[src/clkpre_params.svh]
// Register map, reset values and timing counts of the clock prescaler
`ifndef CLKPRE_PARAMS_SVH
`define CLKPRE_PARAMS_SVH
`define PERIPH_SELECT_ADDR 8'h8F
`define RELOAD_ADDR        8'h97
`define TPS_SETTING_ADDR   8'hAE
`define RELOAD_RESET       8'hFF
`define RELOAD_BYPASS      8'hFF
`define SELECT_RESET       7'h00
`define TPS_RESET          4'h5
`define TPS_LSB            4
`define X2_BIT             0
`define SEL_LSB            1
`define UPDATE_MAX_OSC     1024
`define PRESCALER_USERS    7'h37
`endif

[src/clkpre_pkg.sv]
// Types shared by the clock prescaler modules
package clkpre_pkg;
  typedef struct packed {
    logic [7:0] addr;
    logic [7:0] wdata;
    logic       we;
    logic       re;
  } reg_req_t;

  // Bit order matches the select register, bit 7 down to bit 1
  typedef struct packed {
    logic twi;
    logic wd;
    logic programmable_counter_array;
    logic si;
    logic t2;
    logic t1;
    logic t0;
  } periph_ticks_t;

  typedef struct packed {
    logic       half;
    logic [7:0] cnt;
    logic       lvl;
    logic       tick;
    logic       ovf;
  } div_state_t;

  typedef struct packed {
    logic [3:0] cnt;
    logic       tick;
  } tps_state_t;

  typedef struct packed {
    logic [7:0] rdata;
    logic [7:0] reload;
    logic [6:0] sel;
    logic       x2;
    logic [3:0] timer_prescale_count;
    logic [6:0] half;
    logic [6:0] ptick;
  } main_state_t;
endpackage

[src/clock_prescaler.sv]
// System clock prescaler, timer prescaler and peripheral clock selection
//
// Function
// - System prescaler is an 8-bit up counter reloading at each FF to 00 overflow.
// - Reload value FF bypasses the system prescaler, no division.
// - Each overflow toggles the system clock; a period spans two overflows.
// - System rate is osc times 2^X2 over 4(255-reload), or over 2 at 255.
// - Ratios are even, 4 to 1020 single speed, 2 to 510 double speed.
// - Divided system clock drives the CPU and all peripherals together.
// - Reload may be rewritten anytime; counter takes it at next overflow, while FF bypasses at once.
// - New system rate applies within 1024 oscillator periods of the write.
// - Reset sets the reload register to all ones, disabling division.
// - Timer prescaler is a 4-bit down counter reloading at zero, ratio 1 to 16.
// - Timer prescale field resets to 5, one timer step per six cycles.
// - One shared timer prescaler serves timers, counter array and watchdog.
// - Compatibility mode always prescales timers, counter array and watchdog; fast mode only per selection bit.
// - Base peripheral clock equals the CPU clock, double speed and divider included.
// - Compatibility: prescaled peripheral rate is CPU over 2^bit times prescale+1.
// - Compatibility: non-prescaled peripherals pick CPU clock or half of it.
// - Fast mode: bit set gives CPU over prescale+1, clear bypasses prescaler.
// - Double speed clear halves the oscillator, set passes it undivided.
`timescale 1ns/100ps
`include "clkpre_params.svh"
module clock_prescaler #(
  parameter logic [6:0] USER_MASK = `PRESCALER_USERS
) (
  input  wire logic                     sys_clk_i,
  input  wire logic                     reset_i,
  input  wire clkpre_pkg::reg_req_t     reg_req_i,
  output logic [7:0]                    reg_rdata_o,
  input  wire logic                     fast_mode_i,
  input  wire logic                     x2_default_i,
  output logic                          cpu_tick_o,
  output logic                          sys_level_o,
  output logic                          x2_o,
  output clkpre_pkg::periph_ticks_t     periph_ticks_o
);
  import clkpre_pkg::*;

  localparam int UPDATE_MAX = `UPDATE_MAX_OSC;

  main_state_t st_r;
  main_state_t st_nxt;
  logic        cpu_tick;
  logic        pre_tick;
  logic        ovf;
  logic        base;
  logic        use_pre;

  ////////////////////////////////////////////////////////////////////////////
  // Clock generation

  sysclk_divider u_div (
    .sys_clk_i   (sys_clk_i),
    .reset_i     (reset_i),
    .x2_i        (st_r.x2),
    .reload_i    (st_r.reload),
    .cpu_tick_o  (cpu_tick),
    .sys_level_o (sys_level_o),
    .ovf_o       (ovf)
  );

  // Fed by the divided CPU tick, so it scales with reload and X2
  timer_prescaler u_tps (
    .sys_clk_i  (sys_clk_i),
    .reset_i    (reset_i),
    .cpu_tick_i (cpu_tick),
    .tps_i      (st_r.timer_prescale_count),
    .pre_tick_o (pre_tick)
  );

  ////////////////////////////////////////////////////////////////////////////
  // Registers and peripheral ticks

  always_comb begin
    st_nxt = st_r;
    base = 1'b0;
    use_pre = 1'b0;
    st_nxt.rdata = 8'h00;
    if (reg_req_i.we) begin
      if (reg_req_i.addr == `PERIPH_SELECT_ADDR) begin
        st_nxt.sel = reg_req_i.wdata[7:`SEL_LSB];
        st_nxt.x2 = reg_req_i.wdata[`X2_BIT];
      end else if (reg_req_i.addr == `RELOAD_ADDR) begin
        // No stall: the divider picks it up at its next overflow, or bypasses at once if FF
        st_nxt.reload = reg_req_i.wdata;
      end else if (reg_req_i.addr == `TPS_SETTING_ADDR) begin
        st_nxt.timer_prescale_count = reg_req_i.wdata[7:`TPS_LSB];
      end
    end
    if (reg_req_i.re) begin
      if (reg_req_i.addr == `PERIPH_SELECT_ADDR) begin
        st_nxt.rdata = {st_r.sel, st_r.x2};
      end else if (reg_req_i.addr == `RELOAD_ADDR) begin
        st_nxt.rdata = st_r.reload;
      end else if (reg_req_i.addr == `TPS_SETTING_ADDR) begin
        st_nxt.rdata = {st_r.timer_prescale_count, 4'h0};
      end
    end
    for (int i = 0; i < 7; i++) begin
      if (fast_mode_i) begin
        use_pre = st_r.sel[i];
      end else begin
        use_pre = USER_MASK[i];
      end
      base = use_pre ? pre_tick : cpu_tick;
      st_nxt.ptick[i] = base;
      // Extra halving in compatibility mode when the bit is set
      if (!fast_mode_i && st_r.sel[i]) begin
        if (base) begin
          st_nxt.half[i] = ~st_r.half[i];
        end
        st_nxt.ptick[i] = base & st_r.half[i];
      end
    end
  end

  always_ff @(posedge sys_clk_i) begin
    if (reset_i) begin
      st_r <= '0;
      st_r.reload <= `RELOAD_RESET;
      st_r.timer_prescale_count <= `TPS_RESET;
      st_r.sel <= `SELECT_RESET;
      st_r.x2 <= x2_default_i;
    end else begin
      st_r <= st_nxt;
    end
  end

  assign reg_rdata_o = st_r.rdata;
  assign cpu_tick_o = cpu_tick;
  assign x2_o = st_r.x2;
  assign periph_ticks_o = st_r.ptick;

  // One set of checks per peripheral bit
  for (genvar g = 0; g < 7; g++) begin : g_periph

  end
endmodule

[src/sysclk_divider.sv]
// Divide-by-two stage and 8-bit reload prescaler for the system clock
`timescale 1ns/100ps
`include "clkpre_params.svh"
module sysclk_divider (
  input  wire logic       sys_clk_i,
  input  wire logic       reset_i,
  input  wire logic       x2_i,
  input  wire logic [7:0] reload_i,
  output logic            cpu_tick_o,
  output logic            sys_level_o,
  output logic            ovf_o
);
  import clkpre_pkg::*;
  div_state_t st_r;
  div_state_t st_nxt;
  logic       xt;
  logic       bypass;

  always_comb begin
    st_nxt = st_r;
    st_nxt.half = ~st_r.half;
    xt = x2_i | st_r.half;
    bypass = (reload_i == `RELOAD_BYPASS);
    st_nxt.tick = 1'b0;
    st_nxt.ovf = 1'b0;
    if (bypass) begin
      // Hold at FF so leaving bypass reloads on the next step
      st_nxt.cnt = 8'hFF;
      st_nxt.tick = xt;
      if (xt) begin
        st_nxt.lvl = ~st_r.lvl;
      end
    end else if (xt) begin
      if (st_r.cnt == 8'hFF) begin
        // FF->00 step takes one count, so load one past the value
        st_nxt.cnt = reload_i + 8'h01;
        st_nxt.ovf = 1'b1;
        st_nxt.lvl = ~st_r.lvl;
        st_nxt.tick = ~st_r.lvl;
      end else begin
        st_nxt.cnt = st_r.cnt + 8'h01;
      end
    end
  end

  always_ff @(posedge sys_clk_i) begin
    if (reset_i) begin
      st_r <= '0;
      st_r.cnt <= 8'hFF;
    end else begin
      st_r <= st_nxt;
    end
  end

  assign cpu_tick_o = st_r.tick;
  assign sys_level_o = st_r.lvl;
  assign ovf_o = st_r.ovf;
endmodule

[src/timer_prescaler.sv]
// Shared 4-bit down-counting timer prescaler
`timescale 1ns/100ps
`include "clkpre_params.svh"
module timer_prescaler (
  input  wire logic       sys_clk_i,
  input  wire logic       reset_i,
  input  wire logic       cpu_tick_i,
  input  wire logic [3:0] tps_i,
  output logic            pre_tick_o
);
  import clkpre_pkg::*;
  tps_state_t st_r;
  tps_state_t st_nxt;

  always_comb begin
    st_nxt = st_r;
    st_nxt.tick = 1'b0;
    if (cpu_tick_i) begin
      if (st_r.cnt == 4'h0) begin
        st_nxt.cnt = tps_i;
        st_nxt.tick = 1'b1;
      end else begin
        st_nxt.cnt = st_r.cnt - 4'h1;
      end
    end
  end

  always_ff @(posedge sys_clk_i) begin
    if (reset_i) begin
      st_r.cnt <= `TPS_RESET;
      st_r.tick <= 1'b0;
    end else begin
      st_r <= st_nxt;
    end
  end

  assign pre_tick_o = st_r.tick;
endmodule
[config.mk]
export PLATFORM = sky130hd
export DESIGN_NAME = clock_prescaler
export DESIGN_NICKNAME = d
export VERILOG_FILES = /design/src/clkpre_pkg.sv /design/src/clock_prescaler.sv /design/src/sysclk_divider.sv /design/src/timer_prescaler.sv
export VERILOG_INCLUDE_DIRS = /design/src
export SDC_FILE = /design/constraint.sdc
export NUM_CORES = 1
export LEC_CHECK = 0
export BUFFER_PORTS_ARGS = -buffer_cell sky130_fd_sc_hd__buf_2
export CAP_MARGIN = 0
export CORE_MARGIN = 2
export CORE_UTILIZATION = 60
export CTS_CLUSTER_DIAMETER = 200
export DETAILED_ROUTE_END_ITERATION = 10
export PLACE_DENSITY_LB_ADDON = 0.3
export SYNTH_ARGS = -nofsm -noshare
export SYNTH_HDL_FRONTEND = slang
export SYNTH_SLANG_ARGS = --single-unit
export TNS_END_PERCENT = 1
[constraint.sdc]
create_clock -name sys_clk_i -period 5.93 [get_ports sys_clk_i]
set_input_delay 1.186 -clock sys_clk_i [delete_from_list [all_inputs] [get_ports sys_clk_i]]
set_output_delay 1.186 -clock sys_clk_i [all_outputs]
set_load 0.1 [all_outputs]
==> metrics.md, run 1 <==
| Metric | Value |
|---|---|
| Status | `complete, no violations` |
| Async SR Flop Fraction | `0` |
| Die X | `just over 70 um` |
| Seq/Total Area, Yosys | `0.4184` |
| Critical path class | `primary input to flip-flop` |
| Max clock buf depth | `2` |
| Min-Delay Path Class | `flip-flop to flip-flop` |
| Pleak | `between 1 and 1.5 nW` |
| Antenna violations before repair | `0` |
| Vias | `between 2000 and 3000` |
| Post-Route Skew | `10.97 ps` |
| Row cnt | `24` |
| Multi-input logic area | `about 1400 um2` |
| Slew Limit Fails | `0` |
| Setup bufs post-CTS | `0` |
| Minimum clock period | `between 2000 and 3000 ps` |
| Core Region | `4414 um2` |
| CP most frequent cell | `nand2_1` |
| Number of flops mapped to enable cells by yosys | `1` |
| Top_reg_cell synth | `dfxtp_1` |
| Reg-to-reg startpoint | `u_div.st_r[6]$_SDFFE_PP1P_` |
| CP cell instances | `buf_2 > nand4b_2 > nor3b_2 > nand2_1 > nand2_1 > nand3b_1` |
| Iter 0 DRT Violations | `240` |
| Ant. Diodes | `0` |
| Worst path slowest cell | `nor3b_2` |
| Cells after synthesis | `~340` |
| Hold-fix buffers, CTS | `0` |
| Startpoint Class | `primary input` |
| Cell area after synthesis | `about 2800 um2` |
| Clk slew on worst S/H paths | `about 60 ps` |
| Final core occ | `0.6942` |
| DIE AREA | `between 5000 and 6000 um2` |
| Num CTS Buffers | `9` |
| Clk sinks | `58` |
| Worst EP arrival | `2830 ps` |
| Yosys warning total | `0` |
| Number of synthesized register bits | `58` |
| Synth Area per Inst | `between 8 and 9 um2` |
| CTS tree | `built` |
| Final setup violation count | `0` |
| Critical Path End | `st_r[29]$_SDFFE_PP1P_` |
| Routed wire per std cell | `~14 um` |
| Final hold slack | `453.0 ps` |
| Worst path required time | `~6100 ps` |
| Largest net degree at the start of global routing | `between 40 and 50` |
| Worst Max-Slew Pin Slew | `between 700 and 800 ps` |
| Worst Setup End Kind | `flip-flop` |
| Die Height | `approximately 72 um` |
| Clk Latency, worst-skew pair | `330 ps` |
| Vias in the first global route | `~2200` |
| VDD IR max | `between 100 and 150 uV` |
| Final non-filler cell total | `approximately 420` |
| DR vias/cell | `6.029` |
| FF-to-FF path depth | `7` |
| Unique cell type count in the Yosys netlist | `52` |
| Flop2flop setup slack | `~3500 ps` |
| Synthesis-to-layout area growth | `9.477%` |
| DRT Pass-1 Iters | `5` |
| Ranking of synthesized cells by area | `dfxtp_1 41%, nand2_1 6.3%, nor2_1 4.8%, nand3_1 4.6%, buf_4 4.3%` |
| Total gr overflow | `0` |
| RR Endpoint | `u_div.st_r[7]$_SDFFE_PP1P_` |
| Hpwl dp | `between 4000 and 5000 um` |
| Final #Nets | `just under 400` |
| First-pass GRT wire length | `~10000 um` |
| GRT Total Usage | `0.2518` |
| RSZ-0062 raised after global routing | `false` |
| CP startpoint | `reg_req_i[16]` |
| Syn_nets | `366` |
| GP Congestion | `0.9071` |
| PortBufs | `39` |
| Crit-path max FO | `13` |
| Share of cells above drive strength 1 | `0.1721` |
| Peak Freq | `approximately 0.38 GHz` |
| # IOs | `40` |
| Post-DRT Antenna Nets | `0` |
| Routed WL | `slightly above 6000 um` |
| CP max stage delay | `just under 700 ps` |
| Residual DRC | `0` |
| Setup TNS | `0 ps` |
| Register area | `~1200 um2` |
| Fill count | `348` |
| CTS root buf | `clkbuf_8` |
| Initial Util | `0.6341` |
| Placed Instances | `between 400 and 500` |
| Leading area contributor after synthesis | `dfxtp_1` |
| Relative slew slack | `0.4964` |
| H-tree depth | `3` |
| Fin crit share | `0.4416` |
| Share of the synthesized area in the top cell type | `0.4077` |
| Post-cts sizing count | `0` |
| Hold Vio Cnt, Final | `0` |
| Max Cap Viol | `0` |
| Pwr/cell area | `approximately 290 nW/um2` |
[critical path, delay by kind of cell]
family,cells,cell delay (ps)
buffers and inverters,1,90
and+or+nand+nor,5,1550
[placed cells by master, fill, tap and decap left out, types with 3 or more instances in the layout]
cell type	count
nor2b_1	4
nor4_1	3
nand3b_1	10
o31ai_1	3
and3_1	4
nor3_1	11
o21ai_0	21
inv_1	5
nand3_1	26
buf_2	39
xor2_1	6
a22oi_1	7
nor2_1	36
nand2_1	47
clkbuf_8	11
a21oi_1	20
dfxtp_1	57
nand2b_1	6
[stage by stage]
| step | power, mW | instance area, um2 | worst slack, ps |
|---|---|---|---|
| after global routing | 0.9107 | 3064 | 3163 |
| after floorplan | 0.4962 | 2799 | 3537 |
| after detailed placement | 0.5118 | 2859 | 2995 |
| after CTS | 0.8795 | 3064 | 3328 |
| after global placement | 0.5111 | 2859 | 3070 |
| final | 0.8742 | 3064 | 3311 |
[worst min path at each step]
stage / startpoint / end / slack (ps) / depth (start not counted)
after CTS: u_div.st_r[11]$_SDFF_PP0_ / u_div.st_r[11]$_SDFF_PP0_ / 460 / 1
after global routing: u_div.st_r[11]$_SDFF_PP0_ / u_div.st_r[11]$_SDFF_PP0_ / 480 / 1
after detailed placement: u_div.st_r[11]$_SDFF_PP0_ / u_div.st_r[11]$_SDFF_PP0_ / 440 / 1
after floorplan: u_div.st_r[11]$_SDFF_PP0_ / u_div.st_r[11]$_SDFF_PP0_ / 410 / 1
final: u_div.st_r[11]$_SDFF_PP0_ / u_div.st_r[11]$_SDFF_PP0_ / 450 / 1
after global placement: u_div.st_r[11]$_SDFF_PP0_ / u_div.st_r[11]$_SDFF_PP0_ / 420 / 1
[cell usage after synthesis (3+ instances only)]
cell,count
a21oi_1,20
a22oi_1,7
and3_1,4
buf_2,4
buf_4,16
buf_6,3
clkbuf_1,7
dfxtp_1,57
inv_1,5
nand2_1,47
nand2b_1,6
nand3_1,26
nand3b_1,10
nor2_1,36
nor2b_1,4
nor3_1,11
nor4_1,3
o21ai_0,21
o31ai_1,3
xor2_1,6
[metal layers]
| metal | track usage | wire, um | vias to the layer above |
|---|---|---|---|
| li1 | - | - | 1233 |
| met1 | 0.3519 | 2874 | 1155 |
| met2 | 0.3598 | 2589 | 123 |
| met3 | 0.07222 | 498 | 9 |
| met4 | 0.1153 | 97 | 0 |
| met5 | 0 | 0 | - |
[cell families (layout without fill, tap and decap cells)]
kind of cell,count (synthesis),count (layout),share of synthesized area
compound gates,73,73,0.1654
xor+xnor,8,8,0.02503
fa+ha+maj,2,2,0.008939
buf+inv,37,61,0.08092
flops,58,58,0.4184
mux,2,2,0.007153
simple gates,162,162,0.2941
[area by class of cell]
cell class / instances / area share
multi-input combinational: 247 / 0.4573
clock buffer: 12 / 0.05063
sequential: 58 / 0.3822
tap: 52 / 0.02123
timing repair buffer: 40 / 0.06615
clock inverter: 4 / 0.01633
inverter: 5 / 0.006125
[power by group]
group / internal [mW] / switching (mW)
sequential: 0.399 / 0.00774
clock: 0.216 / 0.153
combinational: 0.0252 / 0.0733
[sequential cells by signal (all words and copies together) (netlist names)]
register and count:
u_div.cpu_tick_o 1, u_div.st_r 9, st_r 26, u_div.sys_level_o 1, u_tps.pre_tick_o 1, x2_o 1
reg_rdata_o 8, periph_ticks_o 7, u_tps.st_r 4
Power figures use the tool's default switching activity.
==> run 2, diff against run 1 <==
--- a/config.mk
+++ b/config.mk
@@ -9,7 +9,7 @@
 export BUFFER_PORTS_ARGS = -buffer_cell sky130_fd_sc_hd__buf_2
 export CAP_MARGIN = 0
 export CORE_MARGIN = 2
-export CORE_UTILIZATION = 60
+export CORE_UTILIZATION = 51
 export CTS_CLUSTER_DIAMETER = 200
 export DETAILED_ROUTE_END_ITERATION = 10
 export PLACE_DENSITY_LB_ADDON = 0.3
==> constraint.sdc (replaced) <==
create_clock -name sys_clk_i -period 2.1 [get_ports sys_clk_i]
set_input_delay 0.42 -clock sys_clk_i [delete_from_list [all_inputs] [get_ports sys_clk_i]]
set_output_delay 0.42 -clock sys_clk_i [all_outputs]
set_load 0.1 [all_outputs]
==> metrics.md, run 2 (synthesized netlist as in run 1, its figures left out) <==
| Metric | Value |
|---|---|
| Worst Max-Slew Pin Slew | `about 560 ps` |
| # IOs | `40` |
| H-tree depth | `3` |
| CP max stage delay | `~350 ps` |
| Share of cells above drive strength 1 | `0.2141` |
| DIE AREA | `6096 um2` |
| Clk Latency, worst-skew pair | `between 300 and 400 ps` |
| Post-Route Skew | `around 8.8 ps` |
| Min-Delay Path Class | `primary input to flip-flop` |
| Iter 0 DRT Violations | `around 230` |
| Total power | `~2.4 mW` |
| Row cnt | `26` |
| Minimum clock period | `between 1500 and 2000 ps` |
| Fill count | `around 490` |
| Worst Setup End Kind | `flip-flop` |
| Peak Freq | `about 0.5 GHz` |
| Hold Vio Cnt, Final | `0` |
| Pleak | `1.358 nW` |
| Crit-path max FO | `5` |
| RSZ-0062 raised after global routing | `false` |
| Total gr overflow | `0` |
| Most common cell after layout, fill and taps aside | `dfxtp_1` |
| Die Height | `78.08 um` |
| Startpoint Class | `flip-flop` |
| Clk sinks | `just under 60` |
| Routed WL | `6428 um` |
| Final setup violation count | `0` |
| GP Congestion | `0.9120` |
| Synthesis-to-layout area growth | `14.26%` |
| Vias in the first global route | `~2300` |
| DR vias/cell | `between 5 and 6` |
| CP cell instances | `nand4_2 > or2_1 > o21a_1 > ha_1 > and3_1 > a2111oi_1 > o31ai_1` |
| Worst setup margin | `approximately 150 ps` |
| Fin crit share | `0.9307` |
| Clk slew on worst S/H paths | `about 70 ps` |
| Post-DRT Antenna Nets | `0` |
| Post-Place Worst Slack | `around 90 ps` |
| Most frequent cells in the layout | `57 x dfxtp_1, 47 x nand2_1, 39 x buf_2` |
| Status | `complete, no violations` |
| Critical path class | `flip-flop to flip-flop` |
| GRT Total Usage | `0.2226` |
| Ant. Diodes | `0` |
| Setup bufs post-CTS | `0` |
| Reg-to-reg startpoint | `u_div.st_r[3]$_SDFFE_PP1P_` |
| Critical Path End | `u_div.st_r[7]$_SDFFE_PP1P_` |
| Worst path buffer plus inverter count | `0` |
| Setup TNS | `0 ps` |
| Critical Path Stages | `7` |
| Hold-fix buffers, CTS | `0` |
| Max Cap Viol | `0` |
| Num CTS Buffers | `9` |
| Final hold slack | `345.6 ps` |
| CP startpoint | `u_div.st_r[3]$_SDFFE_PP1P_` |
| Core Region | `around 5200 um2` |
| Top Family by Delay on Critical Path | `compound AO/OA/AOI/OAI gates` |
| RR Endpoint | `u_div.st_r[7]$_SDFFE_PP1P_` |
| Max reg flops | `26` |
| CTS root buf | `clkbuf_8` |
| Residual DRC | `0` |
| Flop2flop setup slack | `about 150 ps` |
| Max clock buf depth | `2` |
| Worst EP arrival | `roughly 2200 ps` |
| Initial Util | `0.5377` |
| Final #Nets | `roughly 400` |
| Post-cts sizing count | `0` |
| Largest net degree at the start of global routing | `33` |
| Worst path slowest cell | `dfxtp_1` |
| Relative slew slack | `0.6237` |
| Antenna violations before repair | `0` |
| Routed wire per std cell | `14.19 um` |
| Hpwl dp | `roughly 4500 um` |
| FF-to-FF path depth | `7` |
| Final core occ | `0.6144` |
| Biggest register | `st_r` |
| Pwr/cell area | `between 700 and 800 nW/um2` |
| Worst path required time | `2290 ps` |
| DRT Pass-1 Iters | `5` |
| VDD IR max | `368.0 uV` |
| Die X | `between 70 and 80 um` |
| Vias | `roughly 2600` |
| Slew Limit Fails | `0` |
| PortBufs | `39` |
| First-pass GRT wire length | `10650 um` |
| CTS tree | `built` |
## run 2: changes by cell type in the layout (fill, tap and decap cells not counted), sizes merged
cell / previous run / this run
buf: 40 / 57
clkinv: 1 / 4
clkbuf: 12 / 10
bufinv: 1 / 0
## run 2: worst register-to-register path: cells and delay by family, from the launching register on
family / cells / cell delay (ps)
AOI/OAI and AO/OA: 3 / 660
adders and majority gates: 1 / 210
and+or+nand+nor: 3 / 600
DFF: 1 / 350
## run 2: power breakdown
part / switching, mW / leakage [nW] / internal [mW] / total [mW]
clock: 0.457 / 0.0882 / 0.459 / 0.915
sequential: 0.0209 / 0.472 / 1.13 / 1.15
combinational: 0.210 / 0.798 / 0.0806 / 0.291
## run 2: worst min-delay path by stage
| stage | endpoint | cells after the start | slack (ps) | startpoint |
|---|---|---|---|---|
| after global routing | st_r[28]$_SDFFE_PP1P_ | 3 | 350 | reg_req_i[4] |
| after CTS | st_r[28]$_SDFFE_PP1P_ | 3 | 340 | reg_req_i[4] |
| after floorplan | u_div.st_r[11]$_SDFF_PP0_ | 1 | 410 | u_div.st_r[11]$_SDFF_PP0_ |
| final | st_r[29]$_SDFFE_PP1P_ | 3 | 350 | reg_req_i[5] |
| after detailed placement | u_div.st_r[11]$_SDFF_PP0_ | 1 | 420 | u_div.st_r[11]$_SDFF_PP0_ |
| after global placement | u_div.st_r[11]$_SDFF_PP0_ | 1 | 420 | u_div.st_r[11]$_SDFF_PP0_ |
## run 2: cell type report
class	count	area, um2	share of cell area
multi-input combinational	247	1410	0.4409
sequential	58	1171	0.3662
timing repair buffer	57	330.3	0.1033
clock buffer	10	137.6	0.04304
tap	70	87.58	0.02739
clock inverter	6	42.54	0.01330
inverter	5	18.77	0.005869
## run 2: stage by stage
stage,instances,instance area (um2)
6_report,453,3198
5_1_grt,453,3198
4_1_cts,453,3189
3_5_place_dp,437,3009
3_3_place_gp,437,3009
2_1_floorplan,342,2799
## run 2: per-layer routing
metal | wire (um) | GRT usage | share of wire | up-vias
li1 | - | - | - | 1268
met1 | 2921 | 0.3004 | 0.45 | 1203
met2 | 2965 | 0.3517 | 0.46 | 101
met3 | 462 | 0.04138 | 0.072 | 8
met4 | 79 | 0.09123 | 0.012 | 0
met5 | 0 | 0 | 0 | -
==> run 3, diff against run 2 <==
--- a/config.mk
+++ b/config.mk
@@ -12,7 +12,7 @@
 export CORE_UTILIZATION = 51
 export CTS_CLUSTER_DIAMETER = 200
 export DETAILED_ROUTE_END_ITERATION = 10
-export PLACE_DENSITY_LB_ADDON = 0.3
+export PLACE_DENSITY = 0.75
 export SYNTH_ARGS = -nofsm -noshare
 export SYNTH_HDL_FRONTEND = slang
 export SYNTH_SLANG_ARGS = --single-unit
==> constraint.sdc (replaced) <==
create_clock -name sys_clk_i -period 1.6 [get_ports sys_clk_i]
set_input_delay 0.32 -clock sys_clk_i [delete_from_list [all_inputs] [get_ports sys_clk_i]]
set_output_delay 0.32 -clock sys_clk_i [all_outputs]
set_load 0.1 [all_outputs]
==> metrics.md, run 3 (synthesized netlist as in run 1, its figures left out) <==
| Metric | Value |
|---|---|
| Fill count | `between 400 and 500` |
| Largest net degree at the start of global routing | `24` |
| Critical Path Stages | `7` |
| Pleak | `about 1.5 nW` |
| Hold-fix buffers, CTS | `0` |
| Minimum clock period | `approximately 1800 ps` |
| Reg-to-reg startpoint | `u_div.st_r[9]$_SDFFE_PP1P_` |
| Core Region | `5205 um2` |
| Peak Freq | `roughly 0.55 GHz` |
| GP Congestion | `between 0.8 and 0.9` |
| Most common cell after layout, fill and taps aside | `dfxtp_1` |
| Relative slew slack | `0.6357` |
| CTS tree | `built` |
| Worst EP arrival | `2010 ps` |
| Crit-path max FO | `5` |
| Final #Nets | `approximately 420` |
| Die X | `78.08 um` |
| GRT Total Usage | `0.2405` |
| Max reg flops | `26` |
| Total power | `approximately 3.5 mW` |
| Routed wire per std cell | `around 15 um` |
| Area after DPL | `around 3200 um2` |
| Most frequent cells in the layout | `49 x dfxtp_1, 47 x nand2_1, 38 x buf_2` |
| Initial Util | `0.5377` |
| Clk slew on worst S/H paths | `70 ps` |
| Num CTS Buffers | `9` |
| Critical path class | `flip-flop to flip-flop` |
| RSZ-0062 raised after global routing | `true` |
| RR Endpoint | `u_div.st_r[7]$_SDFFE_PP1P_` |
| Clk sinks | `58` |
| Ant. Diodes | `0` |
| Worst path slowest cell | `dfxtp_2` |
| Startpoint Class | `flip-flop` |
| Status | `complete, but fails checks` |
| FF-to-FF path depth | `7` |
| Max Cap Viol | `0` |
| Pwr/cell area | `between 1000 and 1500 nW/um2` |
| DRT Pass-1 Iters | `5` |
| CP cell instances | `nand4_4 > or2_4 > o21a_4 > ha_4 > and3_4 > a2111oi_4 > o31ai_1` |
| Hpwl dp | `4994 um` |
| CP max stage delay | `about 370 ps` |
| Routed WL | `7019 um` |
| Post-DRT Antenna Nets | `0` |
| CTS root buf | `clkbuf_8` |
| Final setup violation count | `4` |
| Post-Route Skew | `10.50 ps` |
| Min-Delay Path Class | `primary input to flip-flop` |
| Vias in the first global route | `2490` |
| Worst path buffer plus inverter count | `0` |
| Worst path required time | `1800 ps` |
| Worst setup margin | `-209.2 ps` |
| First-pass GRT wire length | `roughly 12000 um` |
| Row cnt | `26` |
| Fin crit share | `1.131` |
| Flop2flop setup slack | `-210 ps` |
| # IOs | `40` |
| DIE AREA | `~6100 um2` |
| Hold Vio Cnt, Final | `0` |
| Slew Limit Fails | `0` |
| CP startpoint | `u_div.st_r[9]$_SDFFE_PP1P_` |
| PortBufs | `39` |
| Die Height | `between 70 and 80 um` |
| Share of cells above drive strength 1 | `0.2850` |
| Failing checks | `setup timing` |
| Worst Setup End Kind | `flip-flop` |
| Clk Latency, worst-skew pair | `approximately 350 ps` |
| Critical Path End | `u_div.st_r[7]$_SDFFE_PP1P_` |
| Worst Max-Slew Pin Slew | `roughly 540 ps` |
| Synthesis-to-layout area growth | `23.74%` |
| VDD IR max | `477.8 uV` |
| Biggest register | `st_r` |
| Final hold slack | `between 200 and 250 ps` |
| Residual DRC | `0` |
| Post-route design area | `between 3000 and 4000 um2` |
| Max clock buf depth | `2` |
| Top Family by Delay on Critical Path | `compound AO/OA/AOI/OAI gates` |
| DR vias/cell | `5.679` |
| Total gr overflow | `0` |
| Vias | `2669` |
| H-tree depth | `3` |
| Antenna violations before repair | `0` |
| Iter 0 DRT Violations | `223` |
==> run 3: cell count changes in the layout (fill, tap and decap cells not counted), sizes merged <==
cell and delta:
bufinv +2, inv +1, clkinv -3, buf +17
==> run 3: area by class of cell <==
type / instances / area [um2] / area share
inverters: 5 / 18.77 / 0.005419
repair buffers: 74 / 473.0 / 0.1366
well taps: 70 / 87.58 / 0.02529
clock buffers: 10 / 137.6 / 0.03974
flip-flops and latches: 58 / 1181 / 0.3410
clock inverters: 6 / 88.84 / 0.02565
multi-input cells: 247 / 1476 / 0.4263
==> run 3: what timing repair did <==
action,CTS,global route
endpoints found under the setup margin,3,6
resized for setup,7,3
setup buffers,2,0
pin swaps,6,0
==> run 3: worst min path at each step <==
stage | start | to | slack [ps] | cells after the start
global route | reg_req_i[2] | st_r[26]$_SDFFE_PP1P_ | 240 | 3
global placement | u_div.st_r[11]$_SDFF_PP0_ | u_div.st_r[11]$_SDFF_PP0_ | 430 | 1
detailed placement | u_div.st_r[11]$_SDFF_PP0_ | u_div.st_r[11]$_SDFF_PP0_ | 440 | 1
CTS | reg_req_i[2] | st_r[26]$_SDFFE_PP1P_ | 220 | 3
finish | reg_req_i[2] | st_r[26]$_SDFFE_PP1P_ | 230 | 3
floorplan | u_div.st_r[11]$_SDFF_PP0_ | u_div.st_r[11]$_SDFF_PP0_ | 420 | 1
==> run 3: per-layer routing <==
metal / track usage / wire, um
met2: 0.3569 / 3120
met4: 0.1474 / 199
met1: 0.3268 / 3263
met3: 0.04023 / 435
met5: 0 / 0
==> run 3: worst reg2reg max path, delay by kind of cell, from the launching register on <==
kind / cells / cell delay [ps]
flip-flops: 1 / 370
AO/OA/AOI/OAI: 3 / 580
adder cells (fa/ha/maj): 1 / 170
AND/OR/NAND/NOR: 3 / 560
==> run 3: per-stage QoR <==
step / TNS (ps) / utilization / std cells / worst slack [ps]
after floorplan: -2971 / - / 342 / -340.7
after global placement: -723.2 / 0.6113 / 452 / -238.0
after detailed placement: -1032 / 0.6113 / 452 / -278.3
after CTS: -358.3 / 0.6613 / 470 / -185.5
after global routing: -645.5 / 0.6654 / 470 / -239.4
final: -465.6 / 0.6654 / 470 / -209.2
==> run 3: power by group <==
group	internal, mW	switching (mW)	total [mW]
clock network	0.921	0.625	1.55
registers	1.48	0.0284	1.51
logic	0.132	0.286	0.417
total	2.53	0.939	3.47
